--- config.mk ---
export PLATFORM = sky130hd
export DESIGN_NAME = mesf_event_status_flags
export DESIGN_NICKNAME = d
export VERILOG_FILES = /design/src/logic/mesf_event_status_flags.v /design/src/logic/mesf_flag_cell.v
export VERILOG_INCLUDE_DIRS = /design/src /design/src/logic
export SDC_FILE = /design/constraint.sdc
export NUM_CORES = 1
export LEC_CHECK = 0
export BUFFER_PORTS_ARGS = -buffer_cell sky130_fd_sc_hd__buf_2
export CAP_MARGIN = 5
export CORE_ASPECT_RATIO = 0.7
export CORE_MARGIN = 2
export CORE_UTILIZATION = 45
export CTS_CLUSTER_SIZE = 25
export DETAILED_ROUTE_END_ITERATION = 10
export GPL_ROUTABILITY_DRIVEN = 0
export GPL_TIMING_DRIVEN = 0
export HOLD_SLACK_MARGIN = 0.05
export PLACE_DENSITY_LB_ADDON = 0.3
export SYNTH_ARGS = -nofsm -noshare
export SYNTH_HDL_FRONTEND = slang
export SYNTH_SLANG_ARGS = --single-unit
export TNS_END_PERCENT = 100
--- constraint.sdc ---
create_clock -name CORE_CLK_IN -period 2.3 [get_ports CORE_CLK_IN]
set_clock_uncertainty 0.05 [all_clocks]
set_input_delay 0.115 -clock CORE_CLK_IN [delete_from_list [all_inputs] [get_ports CORE_CLK_IN]]
set_output_delay 0.115 -clock CORE_CLK_IN [all_outputs]
set_load 0.05 [all_outputs]
--- src/logic/mesf_map.vh ---
// Field positions, offsets and reset values of the event status flags register
`ifndef MESF_MAP_VH
`define MESF_MAP_VH

// Register address (word address on the internal register port)
`define MESF_ADDR_EVENT_STATUS_FLAGS_ONE 16'h0403
`define MESF_ADDR_WIDTH                  16
`define MESF_DATA_WIDTH                  32

// Flag field positions
`define MESF_BIT_CHECKSUM_DONE           27
`define MESF_BIT_CHECKSUM_CHANGED        26
`define MESF_BIT_SAG_C                   25
`define MESF_BIT_SAG_B                   24
`define MESF_BIT_SAG_A                   23
`define MESF_BIT_OVERVOLTAGE_C           22
`define MESF_BIT_OVERVOLTAGE_B           21
`define MESF_BIT_OVERVOLTAGE_A           20
`define MESF_BIT_RESERVED                19
`define MESF_BIT_PHASE_ORDER_ERROR       18
`define MESF_BIT_OVERCURRENT             17
`define MESF_BIT_POWERUP_COMPLETE        16
`define MESF_BIT_CURRENT_CROSSING_C      15
`define MESF_BIT_CURRENT_CROSSING_B      14
`define MESF_BIT_CURRENT_CROSSING_A      13
`define MESF_BIT_COMBINED_CROSSING       12
`define MESF_BIT_VOLTAGE_CROSSING_C      11
`define MESF_BIT_VOLTAGE_CROSSING_B      10
`define MESF_BIT_VOLTAGE_CROSSING_A      9
`define MESF_BIT_CROSSING_TIMEOUT_C      8
`define MESF_BIT_CROSSING_TIMEOUT_B      7
`define MESF_BIT_CROSSING_TIMEOUT_A      6
`define MESF_BIT_FUND_APPARENT_IDLE      5

// Flag span handled by this block
`define MESF_FLAG_LSB                    5
`define MESF_FLAG_MSB                    27
`define MESF_FLAG_COUNT                  23

// Mask of bits that may ever read as one (27..20, 18..5)
`define MESF_IMPLEMENTED_MASK            32'h0FF7FFE0
`define MESF_FLAGS_RESET                 32'h00000000

// Phase register widths
`define MESF_PHASE_WIDTH                 3

`endif

--- src/logic/mesf_event_status_flags.v ---
// Sticky event status flags register with its internal register port
`timescale 1ns/1ns
`default_nettype none
`include "mesf_map.vh"

module mesf_event_status_flags (
	// Clock and reset
	input  wire                              CORE_CLK_IN,
	input  wire                              NRST_IN,
	// Internal register port from the serial interface
	input  wire [`MESF_ADDR_WIDTH-1:0]       REG_ADDR_IN,
	input  wire                              REG_WR_IN,
	input  wire                              REG_RD_IN,
	input  wire [`MESF_DATA_WIDTH-1:0]       REG_WDATA_IN,
	output reg  [`MESF_DATA_WIDTH-1:0]       REG_RDATA_OUT,
	output reg                               REG_RVALID_OUT,
	// Checksum engine events
	input  wire                              CHECKSUM_DONE_IN,
	input  wire                              CHECKSUM_CHANGED_IN,
	input  wire [`MESF_DATA_WIDTH-1:0]       CHECKSUM_VALUE_IN,
	output reg  [`MESF_DATA_WIDTH-1:0]       CHECKSUM_RESULT_REGISTER_OUT,
	// Dip and swell events, bit 2 = C, 1 = B, 0 = A
	input  wire [`MESF_PHASE_WIDTH-1:0]      SAG_CHANGE_IN,
	input  wire [`MESF_PHASE_WIDTH-1:0]      OVERVOLTAGE_CHANGE_IN,
	// Sequence, overcurrent and power-up events
	input  wire                              PHASE_ORDER_ERROR_IN,
	input  wire [`MESF_PHASE_WIDTH-1:0]      OVERCURRENT_PHASE_IN,
	output reg  [`MESF_PHASE_WIDTH-1:0]      OVERCURRENT_PHASE_REGISTER_OUT,
	input  wire                              POWERUP_DONE_IN,
	input  wire                              LOWEST_POWER_MODE_IN,
	// Zero crossing events, bit 2 = C, 1 = B, 0 = A
	input  wire [`MESF_PHASE_WIDTH-1:0]      CURRENT_CROSSING_IN,
	input  wire                              COMBINED_CROSSING_IN,
	input  wire [`MESF_PHASE_WIDTH-1:0]      VOLTAGE_CROSSING_IN,
	input  wire [`MESF_PHASE_WIDTH-1:0]      CROSSING_TIMEOUT_IN,
	// Fundamental apparent no-load state per phase
	input  wire [`MESF_PHASE_WIDTH-1:0]      FUND_APPARENT_IDLE_IN,
	output reg  [`MESF_PHASE_WIDTH-1:0]      IDLE_PHASE_REGISTER_OUT,
	// Flag register contents
	output reg  [`MESF_DATA_WIDTH-1:0]       EVENT_STATUS_FLAGS_ONE_OUT
);

	wire                          hit;
	wire                          wr_hit;
	reg  [`MESF_DATA_WIDTH-1:0]   next_set;
	wire [`MESF_DATA_WIDTH-1:0]   flags;
	reg                           was_low_power;
	reg                           powerup_armed;
	wire                          powerup_event;
	reg  [`MESF_PHASE_WIDTH-1:0]  idle_prev;
	wire                          idle_change;
	reg                           idle_primed;

	// Register decode
	assign hit    = (REG_ADDR_IN == `MESF_ADDR_EVENT_STATUS_FLAGS_ONE);
	assign wr_hit = hit & REG_WR_IN;

	// Power-up done counts once after reset and after each exit of lowest power mode
	always @(posedge CORE_CLK_IN or negedge NRST_IN) begin
		if (!NRST_IN) begin
			was_low_power <= 1'b0;
			powerup_armed <= 1'b1;
		end else begin
			was_low_power <= LOWEST_POWER_MODE_IN;
			if (was_low_power && !LOWEST_POWER_MODE_IN) begin
				powerup_armed <= 1'b1;
			end else if (POWERUP_DONE_IN) begin
				powerup_armed <= 1'b0;
			end
		end
	end

	assign powerup_event = POWERUP_DONE_IN & powerup_armed & ~LOWEST_POWER_MODE_IN;

	// No-load state tracking, change of any phase raises an event
	always @(posedge CORE_CLK_IN or negedge NRST_IN) begin
		if (!NRST_IN) begin
			idle_prev   <= {`MESF_PHASE_WIDTH{1'b0}};
			idle_primed <= 1'b0;
		end else begin
			idle_prev   <= FUND_APPARENT_IDLE_IN;
			idle_primed <= 1'b1;
		end
	end

	assign idle_change = idle_primed & (idle_prev != FUND_APPARENT_IDLE_IN);

	// Per-bit set requests
	always @* begin
		next_set = `MESF_FLAGS_RESET;
		next_set[`MESF_BIT_CHECKSUM_DONE]      = CHECKSUM_DONE_IN;
		next_set[`MESF_BIT_CHECKSUM_CHANGED]   = CHECKSUM_CHANGED_IN;
		next_set[`MESF_BIT_SAG_C]              = SAG_CHANGE_IN[2];
		next_set[`MESF_BIT_SAG_B]              = SAG_CHANGE_IN[1];
		next_set[`MESF_BIT_SAG_A]              = SAG_CHANGE_IN[0];
		next_set[`MESF_BIT_OVERVOLTAGE_C]      = OVERVOLTAGE_CHANGE_IN[2];
		next_set[`MESF_BIT_OVERVOLTAGE_B]      = OVERVOLTAGE_CHANGE_IN[1];
		next_set[`MESF_BIT_OVERVOLTAGE_A]      = OVERVOLTAGE_CHANGE_IN[0];
		next_set[`MESF_BIT_PHASE_ORDER_ERROR]  = PHASE_ORDER_ERROR_IN;
		next_set[`MESF_BIT_OVERCURRENT]        = |OVERCURRENT_PHASE_IN;
		next_set[`MESF_BIT_POWERUP_COMPLETE]   = powerup_event;
		next_set[`MESF_BIT_CURRENT_CROSSING_C] = CURRENT_CROSSING_IN[2];
		next_set[`MESF_BIT_CURRENT_CROSSING_B] = CURRENT_CROSSING_IN[1];
		next_set[`MESF_BIT_CURRENT_CROSSING_A] = CURRENT_CROSSING_IN[0];
		next_set[`MESF_BIT_COMBINED_CROSSING]  = COMBINED_CROSSING_IN;
		next_set[`MESF_BIT_VOLTAGE_CROSSING_C] = VOLTAGE_CROSSING_IN[2];
		next_set[`MESF_BIT_VOLTAGE_CROSSING_B] = VOLTAGE_CROSSING_IN[1];
		next_set[`MESF_BIT_VOLTAGE_CROSSING_A] = VOLTAGE_CROSSING_IN[0];
		next_set[`MESF_BIT_CROSSING_TIMEOUT_C] = CROSSING_TIMEOUT_IN[2];
		next_set[`MESF_BIT_CROSSING_TIMEOUT_B] = CROSSING_TIMEOUT_IN[1];
		next_set[`MESF_BIT_CROSSING_TIMEOUT_A] = CROSSING_TIMEOUT_IN[0];
		next_set[`MESF_BIT_FUND_APPARENT_IDLE] = idle_change;
	end

	// One sticky cell per implemented flag; reserved and unused bits stay zero
	genvar gi;
	generate
		for (gi = 0; gi < `MESF_DATA_WIDTH; gi = gi + 1) begin : g_flag
			if ((gi >= `MESF_FLAG_LSB) && (gi <= `MESF_FLAG_MSB) && (gi != `MESF_BIT_RESERVED)) begin : g_cell
				mesf_flag_cell u_cell (
					.clk_in   (CORE_CLK_IN),
					.nrst_in  (NRST_IN),
					.set_in   (next_set[gi]),
					.clear_in (wr_hit & REG_WDATA_IN[gi]),
					.flag_out (flags[gi])
				);
			end else begin : g_zero
				assign flags[gi] = 1'b0;
			end
		end
	endgenerate

	// Registered copies of flags and phase registers
	always @(posedge CORE_CLK_IN or negedge NRST_IN) begin
		if (!NRST_IN) begin
			EVENT_STATUS_FLAGS_ONE_OUT     <= `MESF_FLAGS_RESET;
			CHECKSUM_RESULT_REGISTER_OUT   <= {`MESF_DATA_WIDTH{1'b0}};
			OVERCURRENT_PHASE_REGISTER_OUT <= {`MESF_PHASE_WIDTH{1'b0}};
			IDLE_PHASE_REGISTER_OUT        <= {`MESF_PHASE_WIDTH{1'b0}};
		end else begin
			EVENT_STATUS_FLAGS_ONE_OUT <= flags & `MESF_IMPLEMENTED_MASK;
			if (CHECKSUM_CHANGED_IN || CHECKSUM_DONE_IN) begin
				CHECKSUM_RESULT_REGISTER_OUT <= CHECKSUM_VALUE_IN;
			end
			if (|OVERCURRENT_PHASE_IN) begin
				OVERCURRENT_PHASE_REGISTER_OUT <= OVERCURRENT_PHASE_IN;
			end
			IDLE_PHASE_REGISTER_OUT <= FUND_APPARENT_IDLE_IN;
		end
	end

	// Read port, one cycle latency, unmapped reads return zero
	always @(posedge CORE_CLK_IN or negedge NRST_IN) begin
		if (!NRST_IN) begin
			REG_RDATA_OUT  <= {`MESF_DATA_WIDTH{1'b0}};
			REG_RVALID_OUT <= 1'b0;
		end else begin
			REG_RVALID_OUT <= REG_RD_IN;
			if (REG_RD_IN && hit) begin
				REG_RDATA_OUT <= flags & `MESF_IMPLEMENTED_MASK;
			end else begin
				REG_RDATA_OUT <= {`MESF_DATA_WIDTH{1'b0}};
			end
		end
	end

endmodule

`default_nettype wire

--- src/logic/mesf_flag_cell.v ---
// One sticky write-one-to-clear event flag
`timescale 1ns/1ns
`default_nettype none

module mesf_flag_cell (
	// Clock and reset
	input  wire clk_in,
	input  wire nrst_in,
	// Event and clear
	input  wire set_in,
	input  wire clear_in,
	// Flag value
	output reg  flag_out
);

	// Set beats clear in the same cycle so no event is lost
	always @(posedge clk_in or negedge nrst_in) begin
		if (!nrst_in) begin
			flag_out <= 1'b0;
		end else if (set_in) begin
			flag_out <= 1'b1;
		end else if (clear_in) begin
			flag_out <= 1'b0;
		end
	end

endmodule

`default_nettype wire

---- Yosys cells after proc, flatten, opt, wreduce, memory -nomap -nowiden ----
Cells that the tools add are included.
word-level totals
  register bits ........................... 114
  latch bits .............................. 0
  bits in writable memories ............... 0
  bits in read-only memories .............. 0
  input bits .............................. 111
  output and inout bits ................... 103
  logic and storage cells ................. 135
  memories ................................ 0
operators by class
  add/subtract/negate cells ............... 0
  multiply operators ...................... 0
  div/mod/pow operators ................... 0
  magnitude comparators ................... 0
  equal/unequal tests ..................... 2
  shifts and indexed selects .............. 0
  multiplexer cells ....................... 47
  bitwise logic cells ..................... 27
  reduce and logical (&&, ||, !) cells .... 28
operators with widths
  operator                number
  $mux W1                 46
  $reduce_bool A2 Y1      23
  $mux W28                1
  $and A1 B1 Y1           26
  $eq A16 B11 Y1 const B  1
  $ne A3 B3 Y1            1
  $reduce_or A3 Y1        1
  $logic_and A1 B1 Y1     2
  $logic_not A1 Y1        1
  $logic_or A1 B1 Y1      1
  $not A1 Y1              1

---- Longest topological paths before layout ----
Gate-level depths: netlist of run 1.
  depth in word-level cells ............... 5
  depth in mapped cells ................... 6
  gate-level depth less buffers ........... 4

---- By module ----
A second synthesis of run 1 with hierarchy kept.
second synthesis, totals
  cell total of the unflattened synthesis .. 283
  area total of the unflattened synthesis .. 3972.6 um^2
by module, submodules not included
  module                   times used  cells each  area an instance (um^2)  seq. area each (um^2)
  mesf_event_status_flags  1           217         3174.3                   2153.3
  mesf_flag_cell           22          3           36.3                     25.0

---- Worst setup path before layout of run 1 ----
No wires, ideal clock.
  kind .................................... input to register
  from .................................... in REG_ADDR_IN[5]
  to ...................................... reg g_flag[17].g_cell.u_cell.flag_out
  setup time .............................. 0.139 ns
  arrival time ............................ 1.136 ns
  required time ........................... 2.111 ns
  setup slack ............................. 0.975 ns
  stages .................................. 5
  buffers on the path ..................... 1
  cell sequence ........................... nor4b_1 and4_1 buf_4 a31oi_1 or4_1
between the ends
  cells in the longest elaborated chain, start to end .. 4
ends and longest elaborated chain
  element                              line                           source
  start: declaration                   mesf_event_status_flags.v:11   input wire [`MESF_ADDR_WIDTH-1:0] REG_ADDR_IN,
  $eq A16 B11 Y1 (no source line)      --
  $and A1 B1 Y1                        mesf_event_status_flags.v:56   assign wr_hit = hit & REG_WR_IN;
  $and A1 B1 Y1                        mesf_event_status_flags.v:124  .clear_in (wr_hit & REG_WDATA_IN[gi]),
  $reduce_bool A2 Y1 (no source line)  --
  end signal: assignment               mesf_flag_cell.v:19            flag_out <= 1'b0;
  end signal: assignment               mesf_flag_cell.v:21            flag_out <= 1'b1;
  end signal: assignment               mesf_flag_cell.v:23            flag_out <= 1'b0;
  end: declaration                     mesf_flag_cell.v:13            output reg flag_out
Every way passes these cells.
A chain may end at the register's enable or synchronous reset.

---- Worst setup path in the final report of run 1 ----
  from .................................... in REG_ADDR_IN[12]
  to ...................................... reg g_flag[6].g_cell.u_cell.flag_out
between the ends
  cells in the longest elaborated chain, start to end .. 4
ends and longest elaborated chain
  element                              line
  $eq A16 B11 Y1 (no source line)      --
  $and A1 B1 Y1                        mesf_event_status_flags.v:56
  $and A1 B1 Y1                        mesf_event_status_flags.v:124
  $reduce_bool A2 Y1 (no source line)  --
  end signal: assignment               mesf_flag_cell.v:19
  end signal: assignment               mesf_flag_cell.v:21
  end signal: assignment               mesf_flag_cell.v:23
  end: declaration                     mesf_flag_cell.v:13
Every way passes these cells.

==> reports/metrics.cfg, run 1 <==
[status]
status = complete, no violations

[placement]
port_buffers = 183
dp.cells = 569
pre_cts_ws_ns = 0.704
dp_hpwl_microns = 6330

[sta]
rsz0062_at_grt = no
relSlewSlack_pct = 59.9
fin_crit_ns = 1.82
worst_pin_slew_ns = 0.601
hold_viol = 0
hold_ws_ns = 0.0672
max_freq_mhz = 550
drv_slew = 0
layout_setup_ws_ns = 0.483
finalSetupViolCount = 0
fin_crit_sh_pct = 79.0

[grt]
grt.overflow.total = 0
grt_first_pass_wirelength_microns = 15200
grt_pass1_vias = 3276
grt_max_degree = 64
grt.total_usage_pct = 21.6
antenna_found_initial = 0

[cells_and_area]
final_common_cell = buf_2
drive_gt1_share_pct = 46.0
layout_common_cells = buf_2 (187), dfrtp_1 (107), dlygate4sd3_1 (81)
syn_to_final_growth_pct = 59.0
fin_nets = 667
insertedDiodeCount = 0
fin_util_pct = 73.0
stdcell_count = 666

[clock_tree]
clk_pin_slew_ns = 0.07
cts_resized = 0
clock_path_buffers = 2
htree_levels = 3
numCtsBuffers = 9
postCtsHoldBufs = 81
cts_sinks = 108
cts_tree = done
cts_setup_buffers = 0
cts-root-buf = clkbuf_16
clock_latency_ns = 0.33

[logic_synthesis]
synth.distinct_cells = 22
netlist_instances = 261
yosys.area.top_type = dfrtp_1
synth_area_sq_um = 3830
synth_area_leaders = dfrtp_1 (70%), mux2_2 (9.4%), a21o_1 (4.3%), buf_4 (4.1%), and3_1 (3.6%)
synth_warnings = 0
ys_ff_latch = 108
synth_top_area_share_pct = 70.0
yosysSeqAreaShare_pct = 70.6
synth_area_per_cell_sq_um = 14.7

[power]
leakage_uw = 0.00293
clkPwrFrac_pct = 36.4
ir_drop_mv = 0.603
intPower_uw = 3060
p_switching_uw = 1120
combinationalPowerShare_pct = 16.1
pwr-share-seq_pct = 47.5
finalPower_uw = 4180
swShare_pct = 26.7
powerDensity_nw_per_um2 = 687

[worst_setup_path]
worstPathArrival_ns = 1.99
cp-start-kind = input port
path_cells = buf_2 > nor4b_1 > and4_1 > buf_4 > buf_2 > nand3_1 > a21o_1 > dlygate4sd3_1
required_ns = 2.47
crit_top_cell = buf_2
critPathTopFamily = buffers and inverters
path_buf_inv = 4
cp-end-kind = flip-flop
critPathKind = in -> reg
critPathMaxStageDelay_ns = 0.54
critical_path_peak_fanout = 10
crit_path_top_delay_cell = dlygate4sd3_1

[die]
coreArea_sq_um = 8340
start_util_pct = 45.9
die_area_sq_um = 9270
fp-row-count = 28
die_h_microns = 81.2
die_x_microns = 114
io_pins = 214

[detailed_routing]
dr.pass1.iters = 6
wl_microns = 9710
drtIter0Drc = 100
vias_per_cell = 4.61
num_vias = 3067
drcViolationCount = 0
antenna_left = 0
wire_per_inst_microns = 14.6

[job]
max-cap-violations = 0

[worst_hold_path]
hp-class = in -> reg

==> cells in the mapped netlist <==
library cell    n
nand3_1        22
a21o_1         22
or4_1           1
dfrtp_1       107
buf_2           5
o22ai_1         1
nor2_1          4
nor2b_1         1
inv_1           3
mux2_2         32
a31oi_1         1
nor4_1          1
clkbuf_1        4
xnor2_1         3
and3_1         22
dfstp_2         1
nor4b_1         3
buf_4          21
and4_1          1
conb_1          2
buf_1           2
a22o_1          2
==> worst register-to-register path, delay by kind of cell (launching register included) <==
kind            cells  cell delay (ns)
buf+inv             1             0.56
flops               1             0.41
compound gates      1             0.17
==> flip-flops by register name, summed over array words and instances, names as in the netlist <==
signal,flops
CHECKSUM_RESULT_REGISTER_OUT,32
EVENT_STATUS_FLAGS_ONE_OUT,22
IDLE_PHASE_REGISTER_OUT,3
OVERCURRENT_PHASE_REGISTER_OUT,3
REG_RDATA_OUT,22
REG_RVALID_OUT,1
g_flag.g_cell.u_cell.flag_out,22
idle_primed,1
powerup_armed,1
was_low_power,1
==> per-layer routing <==
metal  wire (microns)  GRT usage (%)  share of wire [%]  vias to the layer above
li1                 -              -                  -                     1448
met1             3960           25.4                 41                     1467
met2             4890           38.2                 50                      135
met3              708           6.94                7.3                       17
met4              148           6.95                1.5                        0
met5                0              0                  0                        -
==> worst paths after layout <==
| check | startpoint | endpoint | slack (ns) | cells after the start |
|---|---|---|---|---|
| worst max-delay path | REG_ADDR_IN[12] | g_flag[6].g_cell.u_cell.flag_out | 0.48 | 8 |
| worst min-delay path | REG_WDATA_IN[5] | g_flag[5].g_cell.u_cell.flag_out | 0.07 | 3 |
| worst max register to register | g_flag[25].g_cell.u_cell.flag_out | g_flag[25].g_cell.u_cell.flag_out | 0.99 | 2 |
| worst min register to register | g_flag[14].g_cell.u_cell.flag_out | EVENT_STATUS_FLAGS_ONE_OUT[14] | 0.34 | 0 |
| max in group asynchronous | NRST_IN | powerup_armed | 1.18 | 3 |
| min in group asynchronous | NRST_IN | REG_RDATA_OUT[12] | 0.28 | 2 |
==> layout make-up <==
type                       instances  area, sq um
tap                              105          131
clock inverter                     6         70.1
timing repair buffer             265         1760
clock buffer                      10          229
sequential                       108         2700
inverter                           3         11.3
fill                             560         2250
buffer                            32          205
multi-input combinational        137          978
==> through the flow <==
step / instance area [sq um] / setup TNS, ns
after floorplan: 3900 / 0
after global placement: 4950 / -6.88
after detailed placement: 4980 / 0
after CTS: 6090 / 0
after global routing: 6090 / 0
final: 6090 / 0
==> power by group through the flow <==
stage               Combinational (uW)  Sequential, uW  Clock, uW
CTS                                670            1980       1560
global placement                   574            2020          0
detailed placement                 588            2020          0
global route                       714            1990       1650
finish                             672            1990       1520
floorplan                          179            2220          0
==> cells by family after synthesis <==
family,after synthesis,share of synthesized area [%]
xor+xnor,3,0.687
compound gates,26,5.10
mux,32,9.41
flops,108,70.6
other cells,2,0.196
simple gates,55,8.30
buf+inv,35,5.66
No activity file was read; power rests on OpenSTA's default activity.
==> run 2: changes to the inputs <==
--- a/config.mk
+++ b/config.mk
@@ -6,11 +6,12 @@
 export SDC_FILE = /design/constraint.sdc
 export NUM_CORES = 1
 export LEC_CHECK = 0
+export ABC_AREA = 1
 export BUFFER_PORTS_ARGS = -buffer_cell sky130_fd_sc_hd__buf_2
 export CAP_MARGIN = 5
 export CORE_ASPECT_RATIO = 0.7
 export CORE_MARGIN = 2
-export CORE_UTILIZATION = 45
+export CORE_UTILIZATION = 40
 export CTS_CLUSTER_SIZE = 25
 export DETAILED_ROUTE_END_ITERATION = 10
 export GPL_ROUTABILITY_DRIVEN = 0
==> constraint.sdc (replaced) <==
create_clock -name CORE_CLK_IN -period 1.6 [get_ports CORE_CLK_IN]
set_clock_uncertainty 0.05 [all_clocks]
set_input_delay 0.08 -clock CORE_CLK_IN [delete_from_list [all_inputs] [get_ports CORE_CLK_IN]]
set_output_delay 0.08 -clock CORE_CLK_IN [all_outputs]
set_load 0.05 [all_outputs]
==> reports/metrics.cfg, run 2 <==
[cells_and_area]
final_area_sq_um = 6360  ; +4.4%
syn_to_final_growth_pct = 56.6
final_common_cell = buf_2
insertedDiodeCount = 0  ; unchanged
layout_common_cells = buf_2 (184), dfrtp_1 (107), dlygate4sd3_1 (84)
largest_reg_flops = 32  ; unchanged
drive_gt1_share_pct = 43.2  ; -2.8 points
regMostFlops = CHECKSUM_RESULT_REGISTER_OUT
fin_nets = 742  ; +11%

[worst_setup_path]
critPathTopFamily = buffers and inverters
crit_start = CHECKSUM_CHANGED_IN
cp-start-kind = input port
worstReg2RegEnd = g_flag[9].g_cell.u_cell.flag_out
required_ns = 1.77  ; -0.70 ns
critPathMaxStageDelay_ns = 0.53  ; about the same
crit_end = CHECKSUM_RESULT_REGISTER_OUT[13]
worstPathArrival_ns = 1.59  ; -0.40 ns
worstSetupPathDepth = 5  ; -3
critical_path_peak_fanout = 10  ; unchanged
path_cells = dlygate4sd3_1 > buf_2 > nor2_2 > buf_4 > mux2_2
crit_path_top_delay_cell = dlygate4sd3_1
cp-end-kind = flip-flop
reg2reg_setup_slack_ns = 0.36  ; -0.63 ns
path_buf_inv = 3  ; -1
r2r_start = g_flag[9].g_cell.u_cell.flag_out
critPathKind = in -> reg
reg2reg_depth = 3  ; +1

[clock_tree]
cts_setup_buffers = 0  ; unchanged
cts-root-buf = clkbuf_16
numCtsBuffers = 9  ; unchanged
clock_path_buffers = 2  ; unchanged
clock_latency_ns = 0.34  ; about the same
cts_sinks = 108  ; unchanged
htree_levels = 3  ; unchanged
clk_pin_slew_ns = 0.07  ; about the same
cts_tree = done

[sta]
rsz0062_at_grt = no
fin_crit_sh_pct = 88.6
max_freq_mhz = 705
relSlewSlack_pct = 53.3  ; -6.7 points
hold_ws_ns = 0.105  ; +0.0377 ns
worst_pin_slew_ns = 0.701  ; +0.0998 ns
finalSetupViolCount = 0  ; unchanged
hold_viol = 0  ; unchanged
fin_crit_ns = 1.42
drv_slew = 0  ; unchanged

[detailed_routing]
drtIter0Drc = 97  ; -3.0%
wire_per_inst_microns = 13.4  ; -7.9%
dr.pass1.iters = 4  ; -2
wl_microns = 10300  ; +5.7%
drcViolationCount = 0  ; unchanged
vias_per_cell = 4.26  ; -7.6%
num_vias = 3252  ; +6.0%
antenna_left = 0  ; unchanged

[power]
finalPower_uw = 5900  ; +41%
powerDensity_nw_per_um2 = 928  ; +35%
ir_drop_mv = 0.567  ; -5.9%
leakage_uw = 0.00338  ; +15%

[logic_synthesis]
yosys.area.top_type = dfrtp_1
synth_area_leaders = dfrtp_1 (66%), mux2_2 (8.3%), buf_4 (4.6%), nand2_1 (4.6%), inv_1 (4.2%)
synth_edf_count = 0  ; unchanged
synth_ff_type = dfrtp_1
synth_top_area_share_pct = 66.0  ; -4.0 points
ys_ff_latch = 108  ; unchanged
yosysSeqAreaShare_pct = 66.6  ; -4.0 points
synth_area_sq_um = 4060  ; +6.0%
synthArstFlopShare_pct = 100  ; unchanged
synth_most_common_cell = dfrtp_1
synth_area_per_cell_sq_um = 12.2  ; -17%
netlist_instances = 333  ; +28%
synthTopCellsByCount = dfrtp_1 (107), nand2_1 (50), inv_1 (45), mux2_2 (30), buf_4 (25)
synth_warnings = 0  ; unchanged
synth.distinct_cells = 20  ; -9.1%

[grt]
grt_first_pass_wirelength_microns = 16800  ; +10%
grt.total_usage_pct = 19.3  ; -2.3 points
antenna_found_initial = 0  ; unchanged
grt_pass1_vias = 3489  ; +6.5%
grt.overflow.total = 0  ; unchanged
grt_max_degree = 57  ; -11%

[placement]
port_buffers = 183  ; unchanged
dp_hpwl_microns = 6920  ; +9.4%
dpl_cell_area_sq_um = 5240  ; +5.2%

[job]
max-cap-violations = 0  ; unchanged

[die]
coreArea_sq_um = 9800  ; +17%
fp-row-count = 30  ; +7.1%
start_util_pct = 41.4  ; -4.5 points
die_h_microns = 88.3  ; +8.8%
io_pins = 214  ; unchanged
die_x_microns = 124  ; +8.9%
die_area_sq_um = 11000  ; +18%

[status]
status = complete, no violations

[worst_hold_path]
hp-class = in -> reg

-- run 2: cell types whose count changed after synthesis, sizes merged, moves of 22 or more --
cell | before | now
nand2 | 0 | 50
inv | 3 | 45
nor2 | 4 | 32
and3 | 22 | 0
nand4 | 0 | 22
-- run 2: worst register-to-register path: cells and delay by family, from the launching register on --
family | cells | cell delay (ns)
AND/OR/NAND/NOR | 2 | 0.13
buffers and inverters | 1 | 0.55
flip-flops | 1 | 0.41
-- run 2: kinds of logic (layout without fill, tap and decap cells) --
| kind of cell | count (synthesis) | count (layout) | share of synthesized area [%] |
|---|---|---|---|
| AND/OR/NAND/NOR | 108 | 108 | 12.8 |
| XOR/XNOR | 3 | 3 | 0.647 |
| flip-flops | 108 | 108 | 66.6 |
| AO/OA/AOI/OAI | 4 | 4 | 0.709 |
| other | 2 | 21 | 0.185 |
| multiplexers | 32 | 32 | 8.88 |
| buffers and inverters | 76 | 360 | 10.1 |
-- run 2: layout make-up --
class / instances / area (sq um)
fillers: 767 / 3440
well taps: 128 / 160
clock inverters: 6 / 50.0
plain buffers: 31 / 243
repair buffers: 268 / 1790
flip-flops and latches: 108 / 2700
clock buffers: 10 / 229
inverters: 45 / 169
multi-input cells: 168 / 1010
-- run 2: what timing repair did --
item                      CTS  global route
hold endpoints to repair  116             0
hold buffers               84             0
gates resized for setup     0             0
-- run 2: per-layer routing --
metal / vias to the layer above / track usage, % / routed length, microns
met2: 122 / 34.9 / 5270
met4: 0 / 6.23 / 130
met1: 1524 / 22.6 / 4230
met3: 12 / 5.50 / 638
li1: 1594 / - / -
met5: - / 0 / 0
-- run 2: metrics by stage --
stage	setup TNS, ns	setup WS, ns	cells	utilization [%]
2_1_floorplan	0	0.466	352	-
3_3_place_gp	-80.29	-0.756	663	53.1
3_5_place_dp	0	0.368	664	53.4
4_1_cts	0	0.161	764	64.9
5_1_grt	0	0.0730	764	64.9
6_report	0	0.182	764	64.9
-- run 2: worst min-delay path by stage --
| stage | end | startpoint | depth (start not counted) | slack [ns] |
|---|---|---|---|---|
| after global routing | REG_RDATA_OUT[8] | REG_ADDR_IN[2] | 6 | 0.12 |
| after CTS | REG_RDATA_OUT[8] | REG_ADDR_IN[2] | 6 | 0.09 |
| after global placement | IDLE_PHASE_REGISTER_OUT[2] | FUND_APPARENT_IDLE_IN[2] | 1 | 0.16 |
| final | REG_RDATA_OUT[8] | REG_ADDR_IN[2] | 6 | 0.10 |
| after detailed placement | EVENT_STATUS_FLAGS_ONE_OUT[21] | NRST_IN | 1 | 0.12 |
| after floorplan | CHECKSUM_RESULT_REGISTER_OUT[0] | NRST_IN | 0 | -0.27 |
-- run 2: where the power goes --
group          internal [uW]  switching, uW  leakage [uW]
Combinational            367            613       0.00206
Sequential              2810           39.0       0.00118
Clock                   1070            993      0.000135
Total                   4250           1650       0.00338
==> run 3: changes to the inputs <==
--- a/config.mk
+++ b/config.mk
@@ -12,6 +12,7 @@
 export CORE_ASPECT_RATIO = 0.7
 export CORE_MARGIN = 2
 export CORE_UTILIZATION = 40
+export CTS_BUF_LIST = sky130_fd_sc_hd__clkbuf_8 sky130_fd_sc_hd__clkbuf_16
 export CTS_CLUSTER_SIZE = 25
 export DETAILED_ROUTE_END_ITERATION = 10
 export GPL_ROUTABILITY_DRIVEN = 0
==> reports/metrics.cfg, run 3 (synthesis gave the netlist of run 2 again) <==
[sta]
hold_viol = 0  ; unchanged
fin_crit_sh_pct = 88.6  ; about the same
fin_crit_ns = 1.42  ; -0.00000300 ns
rsz0062_at_grt = no
relSlewSlack_pct = 53.3  ; unchanged
hold_ws_ns = 0.105  ; +0.000512 ns
drv_slew = 0  ; unchanged
finalSetupViolCount = 0  ; unchanged
worst_pin_slew_ns = 0.701  ; unchanged
max_freq_mhz = 705  ; about the same

[detailed_routing]
drtIter0Drc = 100  ; +3.1%
antenna_left = 0  ; unchanged
wire_per_inst_microns = 13.4  ; -0.13%
vias_per_cell = 4.26  ; +0.12%
dr.pass1.iters = 4  ; unchanged
wl_microns = 10300  ; -0.13%
drcViolationCount = 0  ; unchanged
num_vias = 3256  ; +0.12%

[clock_tree]
clk_pin_slew_ns = 0.07  ; about the same
cts_setup_buffers = 0  ; unchanged
clock_path_buffers = 2  ; unchanged
clock_latency_ns = 0.34  ; about the same
cts_resized = 0  ; unchanged
postCtsHoldBufs = 84  ; unchanged
htree_levels = 3  ; unchanged
cts-root-buf = clkbuf_16
cts_sinks = 108  ; unchanged
cts_tree = done
numCtsBuffers = 9  ; unchanged

[grt]
grt_pass1_vias = 3489  ; unchanged
grt.overflow.total = 0  ; unchanged
grt_max_degree = 57  ; unchanged
grt.total_usage_pct = 19.3  ; unchanged
grt_first_pass_wirelength_microns = 16800  ; unchanged
antenna_found_initial = 0  ; unchanged

[worst_setup_path]
path_cells = dlygate4sd3_1 > buf_2 > nor2_2 > buf_4 > mux2_2
critPathKind = in -> reg
cp-start-kind = input port
critical_path_peak_fanout = 10  ; unchanged
cp-end-kind = flip-flop
worstPathArrival_ns = 1.59  ; about the same
crit_path_top_delay_cell = dlygate4sd3_1
critPathMaxStageDelay_ns = 0.53  ; about the same
required_ns = 1.77  ; about the same

[power]
leakage_uw = 0.00338  ; +0.12%
combinationalPowerShare_pct = 16.6  ; about the same
swShare_pct = 27.9  ; about the same
intPower_uw = 4250  ; -0.15%
clkPwrFrac_pct = 34.9  ; about the same
powerDensity_nw_per_um2 = 927  ; -0.13%
ir_drop_mv = 0.567  ; about the same
p_switching_uw = 1640  ; about the same
pwr-share-seq_pct = 48.4  ; about the same

[cells_and_area]
insertedDiodeCount = 0  ; unchanged
layout_common_cells = buf_2 (184), dfrtp_1 (107), dlygate4sd3_1 (84)
syn_to_final_growth_pct = 56.6  ; unchanged
final_area_sq_um = 6360  ; unchanged
final_common_cell = buf_2
drive_gt1_share_pct = 43.2  ; unchanged
largest_reg_flops = 32  ; unchanged
regMostFlops = CHECKSUM_RESULT_REGISTER_OUT
fin_nets = 742  ; unchanged

[job]
max-cap-violations = 0  ; unchanged

[placement]
dpl_cell_area_sq_um = 5240  ; unchanged
port_buffers = 183  ; unchanged
dp_hpwl_microns = 6920  ; unchanged

[status]
status = complete, no violations

[die]
start_util_pct = 41.4  ; unchanged
coreArea_sq_um = 9800  ; unchanged
die_h_microns = 88.3  ; unchanged
io_pins = 214  ; unchanged
die_area_sq_um = 11000  ; unchanged
die_x_microns = 124  ; unchanged
fp-row-count = 30  ; unchanged

[worst_hold_path]
hp-class = in -> reg

## run 3: changes by cell type in the layout (fill, tap and decap cells not counted), sizes merged
cell | previous run | this run
clkbuf | 10 | 9
inv | 46 | 47
## run 3: through the flow
stage	util [%]	std cells	total power [uW]	TNS [ns]	worst slack (ns)
after floorplan	-	352	3450	0	0.466
after detailed placement	53.4	664	3760	0	0.368
after CTS	64.9	764	5940	0	0.161
final	64.9	764	5890	0	0.182
after global placement	53.1	663	3730	-80.29	-0.756
after global routing	64.9	764	6130	0	0.0730
## run 3: worst max-delay path: cells and delay by family
kind / cells / cell delay (ns)
buf+inv: 3 / 0.90
mux: 1 / 0.36
simple gates: 1 / 0.24
## run 3: final timing paths
check                                                        from  depth (start not counted)  slack [ns]                                 to
worst max-delay path                          CHECKSUM_CHANGED_IN                          5        0.18   CHECKSUM_RESULT_REGISTER_OUT[13]
worst min-delay path                               REG_ADDR_IN[2]                          6        0.11                   REG_RDATA_OUT[8]
worst max register to register   g_flag[9].g_cell.u_cell.flag_out                          3        0.36   g_flag[9].g_cell.u_cell.flag_out
worst min register to register  g_flag[27].g_cell.u_cell.flag_out                          0        0.35     EVENT_STATUS_FLAGS_ONE_OUT[27]
max in group asynchronous                                 NRST_IN                          3        0.52   CHECKSUM_RESULT_REGISTER_OUT[29]
min in group asynchronous                                 NRST_IN                          2        0.27  g_flag[21].g_cell.u_cell.flag_out
## run 3: layout make-up
type | instances | area, sq um
plain buffers | 31 | 243
clock buffers | 9 | 225
clock inverters | 7 | 53.8
fillers | 767 | 3440
inverters | 45 | 169
multi-input cells | 168 | 1010
flip-flops and latches | 108 | 2700
well taps | 128 | 160
repair buffers | 268 | 1790
## run 3: layer usage
layer	up-vias	routed length [microns]	track usage, %
met1	1527	4220	22.6
met3	12	638	5.50
met5	-	0	0
met4	0	130	6.23
met2	122	5260	34.9
li1	1595	-	-
## run 3: power groups by stage
| stage | Sequential [uW] | Combinational, uW | Clock, uW |
|---|---|---|---|
| floorplan | 3190 | 270 | 0 |
| global placement | 2900 | 832 | 0 |
| CTS | 2850 | 977 | 2110 |
| finish | 2850 | 980 | 2060 |
| global route | 2860 | 1040 | 2230 |
| detailed placement | 2900 | 855 | 0 |
